### src/common/lpo_consts.svh
// named constants for the led_output_polarity and output control block
`ifndef LPO_CONSTS_SVH
`define LPO_CONSTS_SVH

`define LPO_ADDR_POLARITY 8'h73
`define LPO_ADDR_HOST_DRIVE 8'h74
`define LPO_ADDR_LINK_TRAN 8'h77
`define LPO_CH_MASK 8'h07
`define LPO_ZERO_BYTE 8'h00
`define LPO_CH_RESET 3'h0
`define LPO_DUTY_FULL 7'h64
`define LPO_PWM_STEPS 100
`define LPO_COUNT_ZERO 7'h00
`define LPO_COUNT_STEP 7'h01

`endif

### src/common/lpo_pkg.sv
// state types for the led_output_polarity and output control block
package lpo_pkg;

  typedef struct packed {
    logic [2:0] polarity;
    logic [2:0] host_drive;
    logic [2:0] link_transition;
    logic [2:0] hold;
    logic [2:0] link_seen;
    logic [2:0] actuated;
    logic mirror_update;
    logic [2:0] mirror_value;
    logic [7:0] rdata;
  } lpo_ctrl_state_t;

  typedef struct packed {
    logic [6:0] count;
  } lpo_timer_state_t;

  typedef struct packed {
    logic level;
    logic oe_n;
  } lpo_pin_state_t;

endpackage

### src/logic/lpo_pwm_timer.sv
// shared pwm period counter for all indicator channels
`timescale 1ns/100ps
`default_nettype none
`include "lpo_consts.svh"

module lpo_pwm_timer #(
  parameter int STEPS = `LPO_PWM_STEPS
) (
  input wire logic core_clk,
  input wire logic reset_n,
  output logic [6:0] count
);

  localparam logic [6:0] LAST = 7'(STEPS - 1);

  lpo_pkg::lpo_timer_state_t state;
  lpo_pkg::lpo_timer_state_t next_state;

  always_comb begin
    next_state = state;
    if (state.count == LAST) begin
      next_state.count = `LPO_COUNT_ZERO;
    end else begin
      next_state.count = state.count + `LPO_COUNT_STEP;
    end
  end

  always_ff @(posedge core_clk or negedge reset_n) begin
    if (!reset_n) begin
      state <= '0;
    end else begin
      state <= next_state;
    end
  end

  assign count = state.count;

endmodule
`default_nettype wire

### src/logic/lpo_pin_driver.sv
// one indicator pin: pwm compare, polarity and output type
`timescale 1ns/100ps
`default_nettype none
`include "lpo_consts.svh"

module lpo_pin_driver (
  input wire logic core_clk,
  input wire logic reset_n,
  input wire logic [6:0] count,
  input wire logic [6:0] duty,
  input wire logic polarity,
  input wire logic push_pull,
  output logic pin_out,
  output logic pin_oe_n
);

  lpo_pkg::lpo_pin_state_t state;
  lpo_pkg::lpo_pin_state_t next_state;
  logic in_duty;
  logic level;

  always_comb begin
    next_state = state;
    // duty is the share of the period spent at the polarity's duty level
    in_duty = (count < duty);
    // inverted drives low inside duty, non-inverted drives high
    level = polarity ? in_duty : ~in_duty;
    if (push_pull) begin
      next_state.level = level;
      next_state.oe_n = 1'h0;
    end else begin
      // open drain: pull low, release for high
      next_state.level = 1'h0;
      next_state.oe_n = level;
    end
  end

  always_ff @(posedge core_clk or negedge reset_n) begin
    if (!reset_n) begin
      state <= '{level: 1'h0, oe_n: 1'h1};
    end else begin
      state <= next_state;
    end
  end

  assign pin_out = state.level;
  assign pin_oe_n = state.oe_n;

endmodule
`default_nettype wire

### src/logic/lpo_output_control.sv
// led_output_polarity, host drive and linked transition control for three channels
//
// How it works
// polarity write copies bits into mirror unless block mirror sync set.
// on a linked channel a touch counts as host drive one.
// inverted polarity: duty is the share of time pin is low.
// inverted idle uses minimum duty; breathe ramps minimum to maximum.
// non-inverted: duty is time high; idle sits at hundred minus minimum.
// non-inverted breathe ramps hundred minus min to hundred minus max.
// mirror bits shape duty mapping only, never the pin level directly.
// polarity zero inverts, host drive one pulls pin low.
// polarity one: drive one sets pin high or released when open drain.
// polarity bits 2,1,0 serve channels three, two, one.
// host drive bit ignored while its channel is linked.
// polarity sets idle pin state; behaviour mode sets actuated behaviour.
// drive zero idles at minimum duty; one actuates, maximum when direct.
// non-inverted actuated direct at hundred minus max; breathe peaks at min.
// inverted idle ignores maximum duty, led stays on at minimum.
// transition bit zero: linking untouched host-driven channel changes state.
// transition one, inverted link one: link keeps state, touch changes it.
// transition one, inverted link zero: link keeps state, touches ignored.
// software sets inverted link transition when using breathe or pulse.
// output type zero open drain, one push-pull.
// mirror one takes duty relative to hundred, zero relative to zero.
// bits 7 to 3 read zero and ignore writes.
`timescale 1ns/100ps
`default_nettype none
`include "lpo_consts.svh"

module lpo_output_control #(
  parameter int PWM_STEPS = `LPO_PWM_STEPS
) (
  input wire logic core_clk,
  input wire logic reset_n,
  input wire logic [7:0] reg_addr,
  input wire logic reg_wr,
  input wire logic reg_rd,
  input wire logic [7:0] reg_wdata,
  output logic [7:0] reg_rdata,
  input wire logic [2:0] link_enable,
  input wire logic [2:0] touch_detected,
  input wire logic [2:0] output_type,
  input wire logic [2:0] mirror_enable,
  input wire logic [2:0] behaviour_direct,
  input wire logic block_polarity_mirror_sync,
  input wire logic inverted_link_transition,
  input wire logic [6:0] min_duty_ch1,
  input wire logic [6:0] min_duty_ch2,
  input wire logic [6:0] min_duty_ch3,
  input wire logic [6:0] max_duty_ch1,
  input wire logic [6:0] max_duty_ch2,
  input wire logic [6:0] max_duty_ch3,
  input wire logic [6:0] ramp_duty_ch1,
  input wire logic [6:0] ramp_duty_ch2,
  input wire logic [6:0] ramp_duty_ch3,
  output logic indicator_output_1,
  output logic indicator_output_1_oe_n,
  output logic indicator_output_2,
  output logic indicator_output_2_oe_n,
  output logic indicator_output_3,
  output logic indicator_output_3_oe_n,
  output logic [2:0] channel_actuated,
  output logic mirror_update,
  output logic [2:0] mirror_value
);

  lpo_pkg::lpo_ctrl_state_t state;
  lpo_pkg::lpo_ctrl_state_t next_state;

  logic [6:0] pwm_count;
  logic [6:0] min_duty [3];
  logic [6:0] max_duty [3];
  logic [6:0] ramp_duty [3];
  logic [6:0] duty [3];
  logic [2:0] pin_level;
  logic [2:0] pin_oe_n;
  logic [2:0] link_rise;
  logic [2:0] next_hold;
  logic [2:0] act;

  // limit a setting to the full scale
  function automatic logic [6:0] clip_duty(input logic [6:0] d);
    clip_duty = (d > `LPO_DUTY_FULL) ? `LPO_DUTY_FULL : d;
  endfunction

  // settings taken relative to hundred when mirrored
  function automatic logic [6:0] mirror_duty(input logic [6:0] d, input logic m);
    mirror_duty = m ? (`LPO_DUTY_FULL - clip_duty(d)) : clip_duty(d);
  endfunction

  // keep only the three channel bits of a register byte
  function automatic logic [2:0] ch_bits(input logic [7:0] b);
    ch_bits = 3'(b & `LPO_CH_MASK);
  endfunction

  assign min_duty[0] = min_duty_ch1;
  assign min_duty[1] = min_duty_ch2;
  assign min_duty[2] = min_duty_ch3;
  assign max_duty[0] = max_duty_ch1;
  assign max_duty[1] = max_duty_ch2;
  assign max_duty[2] = max_duty_ch3;
  assign ramp_duty[0] = ramp_duty_ch1;
  assign ramp_duty[1] = ramp_duty_ch2;
  assign ramp_duty[2] = ramp_duty_ch3;

  // actuation source per channel, with linked transition hold
  always_comb begin
    link_rise = link_enable & ~state.link_seen;
    next_hold = state.hold;
    act = '0;
    for (int i = 0; i < 3; i++) begin
      if (!link_enable[i]) begin
        next_hold[i] = 1'h0;
      end else if (link_rise[i] && state.host_drive[i] && !touch_detected[i]) begin
        // host-actuated channel just linked with no touch
        next_hold[i] = state.link_transition[i];
      end
      if (!link_enable[i]) begin
        act[i] = state.host_drive[i];
      end else if (next_hold[i]) begin
        // held on; a touch toggles it only with inverted link
        act[i] = inverted_link_transition ? ~touch_detected[i] : 1'h1;
      end else begin
        act[i] = touch_detected[i];
      end
    end
  end

  // duty selection: idle min, direct max, else engine ramp
  always_comb begin
    for (int i = 0; i < 3; i++) begin
      if (!state.actuated[i]) begin
        duty[i] = mirror_duty(min_duty[i], mirror_enable[i]);
      end else if (behaviour_direct[i]) begin
        duty[i] = mirror_duty(max_duty[i], mirror_enable[i]);
      end else begin
        // engine ramps between min and max; mirror flips the scale
        duty[i] = mirror_duty(ramp_duty[i], mirror_enable[i]);
      end
    end
  end

  always_comb begin
    next_state = state;
    next_state.mirror_update = 1'h0;
    next_state.hold = next_hold;
    next_state.link_seen = link_enable;
    next_state.actuated = act;
    if (reg_wr) begin
      unique case (reg_addr)
        `LPO_ADDR_POLARITY: begin
          next_state.polarity = ch_bits(reg_wdata);
          if (!block_polarity_mirror_sync) begin
            next_state.mirror_update = 1'h1;
            next_state.mirror_value = ch_bits(reg_wdata);
          end
        end
        `LPO_ADDR_HOST_DRIVE: begin
          next_state.host_drive = ch_bits(reg_wdata);
        end
        `LPO_ADDR_LINK_TRAN: begin
          next_state.link_transition = ch_bits(reg_wdata);
        end
        default: begin
        end
      endcase
    end
    if (reg_rd) begin
      unique case (reg_addr)
        `LPO_ADDR_POLARITY: next_state.rdata = {5'h00, state.polarity};
        `LPO_ADDR_HOST_DRIVE: next_state.rdata = {5'h00, state.host_drive};
        `LPO_ADDR_LINK_TRAN: next_state.rdata = {5'h00, state.link_transition};
        default: next_state.rdata = `LPO_ZERO_BYTE;
      endcase
    end
  end

  always_ff @(posedge core_clk or negedge reset_n) begin
    if (!reset_n) begin
      state <= '0;
    end else begin
      state <= next_state;
    end
  end

  lpo_pwm_timer #(
    .STEPS(PWM_STEPS)
  ) u_timer (
    .core_clk(core_clk),
    .reset_n(reset_n),
    .count(pwm_count)
  );

  for (genvar g = 0; g < 3; g++) begin : g_pin
    lpo_pin_driver u_pin (
      .core_clk(core_clk),
      .reset_n(reset_n),
      .count(pwm_count),
      .duty(duty[g]),
      .polarity(state.polarity[g]),
      .push_pull(output_type[g]),
      .pin_out(pin_level[g]),
      .pin_oe_n(pin_oe_n[g])
    );
  end

  assign indicator_output_1 = pin_level[0];
  assign indicator_output_2 = pin_level[1];
  assign indicator_output_3 = pin_level[2];
  assign indicator_output_1_oe_n = pin_oe_n[0];
  assign indicator_output_2_oe_n = pin_oe_n[1];
  assign indicator_output_3_oe_n = pin_oe_n[2];
  assign reg_rdata = state.rdata;
  assign channel_actuated = state.actuated;
  assign mirror_update = state.mirror_update;
  assign mirror_value = state.mirror_value;

endmodule
`default_nettype wire

### config.mk
export PLATFORM = sky130hd
export DESIGN_NAME = lpo_output_control
export DESIGN_NICKNAME = d
export VERILOG_FILES = /design/src/common/lpo_pkg.sv /design/src/logic/lpo_pwm_timer.sv /design/src/logic/lpo_pin_driver.sv /design/src/logic/lpo_output_control.sv
export VERILOG_INCLUDE_DIRS = /design/src /design/src/common
export SDC_FILE = /design/constraint.sdc
export NUM_CORES = 1
export LEC_CHECK = 0
export ABC_AREA = 1
export BUFFER_PORTS_ARGS = -buffer_cell sky130_fd_sc_hd__buf_2
export CAP_MARGIN = 20
export CORE_MARGIN = 1.5
export CORE_UTILIZATION = 54
export DETAILED_ROUTE_END_ITERATION = 10
export PLACE_DENSITY = 0.88
export SYNTH_ARGS = -nofsm -noshare
export SYNTH_HDL_FRONTEND = slang
export SYNTH_SLANG_ARGS = --single-unit
export TNS_END_PERCENT = 5
### constraint.sdc
create_clock -name core_clk -period 2.1 [get_ports core_clk]
set_clock_uncertainty 0.1 [all_clocks]
set_input_delay 0.105 -clock core_clk [delete_from_list [all_inputs] [get_ports core_clk]]
set_output_delay 0.105 -clock core_clk [all_outputs]
set_load 0.01 [all_outputs]
==> flow_metrics.py <==
metrics = {
    "clocking": {
        "cts_made_buffers": 5,
        "clock_path_buffers": 2,
        "clock_sinks": 38,
        "clock_latency_ns": 0.29,
        "path_clk_slew_ns": 0.07,
        "cts-root-buf": "clkbuf_8",
        "ctsHtreeMaxLevel": 2,
        "cts_tree": "done",
    },
    "sta": {
        "tightest_slew_ns": 0.804,
        "min_period_ns": 2.44,
        "finalSetupViolCount": 6,
        "rsz0062_at_grt": "true",
        "slew_headroom_pct": 46.4,
        "fin_crit_sh_pct": 116,
        "max_freq_ghz": 0.409,
        "setup_slack_ns": -0.345,
        "hold_viol": 0,
        "finalMaxSlewViolations": 0,
    },
    "critical_path": {
        "startpoint": "ramp_duty_ch1[2]",
        "cp_max_fo": 3,
        "r2r-start": "channel_actuated[2]",
        "critPathArrivalTime_ns": 2.57,
        "reg2reg_slack_ns": 0.03,
        "timing.rr.end": "g_pin[2].u_pin.pin_out",
        "critPathLaunchType": "primary input",
        "rr_worst_depth": 12,
        "cp.required_ns": 2.22,
        "crit_end": "g_pin[0].u_pin.pin_oe_n",
        "crit_path_end_kind": "flip-flop",
        "worstSetupPathType": "primary input to flip-flop",
    },
    "floorplanning": {
        "die-width_um": 92.3,
        "ioPinCount": 121,
        "initial_core_util_pct": 55.8,
        "die_area_sq_mm": 0.00853,
        "die_y_um": 92.3,
        "core_area_sq_mm": 0.00773,
        "rows": 32,
    },
    "logic_synthesis": {
        "netlist_area_sq_mm": 0.00431,
        "syn_area_per_cell_sq_um": 6.17,
        "yosysUniqueCellTypes": 45,
        "synth-seq-area-share_pct": 22.1,
        "yosys_warnings": 0,
        "ys_seq_elements": 38,
        "syn_inst": 699,
    },
    "run_status": {
        "outcome": "finished, violations left",
        "violations": "setup timing",
    },
    "global_routing": {
        "grt_pass1_vias": 5542,
        "grt_overflow": 0,
        "grt_use_total_pct": 31.6,
        "grt_max_degree": 39,
        "grt_pass1_wl_um": 22700,
        "antenna_found_initial": 0,
    },
    "detailed_routing": {
        "wire_per_inst_um": 12.9,
        "via_per_inst": 5.34,
        "drtIter0Drc": 223,
        "ant_nets": 0,
        "drt-pass1-iter-count": 7,
        "wirelength_um": 13500,
        "drc": 0,
        "num_vias": 5619,
    },
    "power_and_ir_drop": {
        "pwr_density_cell_mw_per_mm2": 428,
        "finalPower_mw": 2.75,
        "leakagePower_nw": 3.55,
        "ir_drop_mv": 0.819,
    },
    "place": {
        "io_buffers": 110,
        "dpl.hpwl_um": 10000,
        "gp_congestion": 0.932,
    },
    "cells_and_area": {
        "multi_input_comb_area_sq_mm": 0.00307,
        "regArea_sq_um": 955,
        "post-route-util_pct": 83.2,
        "final_common_cell": "nand2_1",
        "n_antenna_cell": 0,
        "syn2layout_area_growth_pct": 49.1,
        "drive_gt1_share_pct": 35.2,
        "final_cell_mix": "nand2_1 (180), buf_4 (142), buf_2 (106), inv_1 (90), nand3_1 (66)",
        "num-fill-cells": 509,
        "final_nets": 1078,
    },
    "worst_hold_path": {
        "min_path_type": "primary input to flip-flop",
        "holdPathStages": 3,
        "min-delay-start": "reg_wdata[2]",
    },
    "job": {
        "cap_violations": 0,
    },
}
-- worst min path at each step --
stage / endpoint / slack [ns]
final: state[29] / 0.005
after global routing: state[29] / 0.04
after CTS: state[29] / 0.006
after detailed placement: g_pin[0].u_pin.pin_out / 0.14
after global placement: g_pin[0].u_pin.pin_out / 0.13
after floorplan: channel_actuated[0] / -0.29
-- stage by stage --
step | setup slack, ns | instance area, sq um | setup TNS (ns) | instances | hold slack (ns)
CTS | -0.242 | 6300 | -1.20 | 1051 | 0.00555
finish | -0.345 | 6430 | -1.75 | 1053 | 0.00538
global route | -0.500 | 6430 | -2.85 | 1053 | 0.0399
floorplan | -0.286 | 4340 | -1.40 | 703 | -0.291
detailed placement | -0.677 | 5880 | -3.69 | 1024 | 0.136
global placement | -0.604 | 5880 | -3.16 | 1024 | 0.133
-- power by group --
| group | switching [mW] | leakage [nW] | internal (mW) |
|---|---|---|---|
| clock network | 0.248 | 0.0714 | 0.507 |
| logic | 0.626 | 3.03 | 0.564 |
| registers | 0.0224 | 0.454 | 0.782 |
-- layer usage --
layer	GRT usage (%)	wire, um	share of wire [%]
met5	0	0	0
met4	9.62	210	1.6
met3	2.87	734	5.4
met2	59.2	7130	53
met1	37.8	5460	40
-- flip-flops by register name (all words and copies together) (netlist names) --
signal                count
channel_actuated          3
mirror_value              3
reg_rdata                 3
mirror_update             1
state                    15
g_pin.u_pin.pin_oe_n      3
g_pin.u_pin.pin_out       3
u_timer.count             7
-- worst max-delay path, cell delays in order --
cell,delay [ns]
buf_2,0.11
inv_1,0.08
nor2_1,0.05
nand3_1,0.07
nor2b_2,0.16
nor2_1,0.05
inv_1,0.08
ha_2,0.20
nand2_1,0.09
o21ai_1,0.18
a21oi_1,0.08
o21ai_0,0.20
o21ai_0,0.17
ha_1,0.33
a21oi_1,0.16
nand2_1,0.07
nand2_1,0.08
nand2_1,0.06
nand2_1,0.09
nand2_2,0.06
nor2_1,0.09
-- synthesized netlist by cell type (all sizes together) --
cell     count  area, sq um
a211oi       3         22.5
a21boi       4         30.0
a21o         2         15.0
a21oi       42          218
a22oi        1         7.51
a31o         1         8.76
a31oi        6         37.5
buf         20          134
clkbuf       4         15.0
clkinv       1         3.75
conb         1         3.75
dfrtp       35          876
dfstp        3         78.8
ha          28          350
inv         95          357
nand2      199          774
nand3       72          380
nand3b       2         15.0
nand4        7         43.8
nor2        57          219
nor2b        2         12.5
nor3         5         25.0
nor4         4         25.0
o2111ai      4         35.0
o211ai       4         30.0
o21a         3         22.5
o21ai       70          362
o21bai       2         18.8
o221ai       2         17.5
o311ai       1         8.76
or2          1         6.26
xnor2        8         70.1
xor2        10         87.6
-- cell families after synthesis --
family,share of synthesized area (%)
compound gates,19.3
xor+xnor,3.66
fa+ha+maj,8.13
buf+inv,11.8
flops,22.1
other cells,0.0870
simple gates,34.8
-- final cells by class --
| type | count | area share [%] |
|---|---|---|
| inverters | 96 | 5.61 |
| multi-input cells | 545 | 47.8 |
| well taps | 102 | 1.99 |
| clock inverters | 2 | 0.934 |
| clock buffers | 6 | 1.28 |
| flip-flops and latches | 38 | 14.9 |
| repair buffers | 264 | 27.6 |
-- what timing repair did --
item / in CTS / in global routing
setup endpoints to repair: 6 / 6
endpoints found under the hold margin: 53 / 0
hold buffers: 10 / 0
pin swaps: 25 / 19
resized for setup: 29 / 31
setup buffers: 9 / 2
No activity file was read; power rests on OpenSTA's default activity.
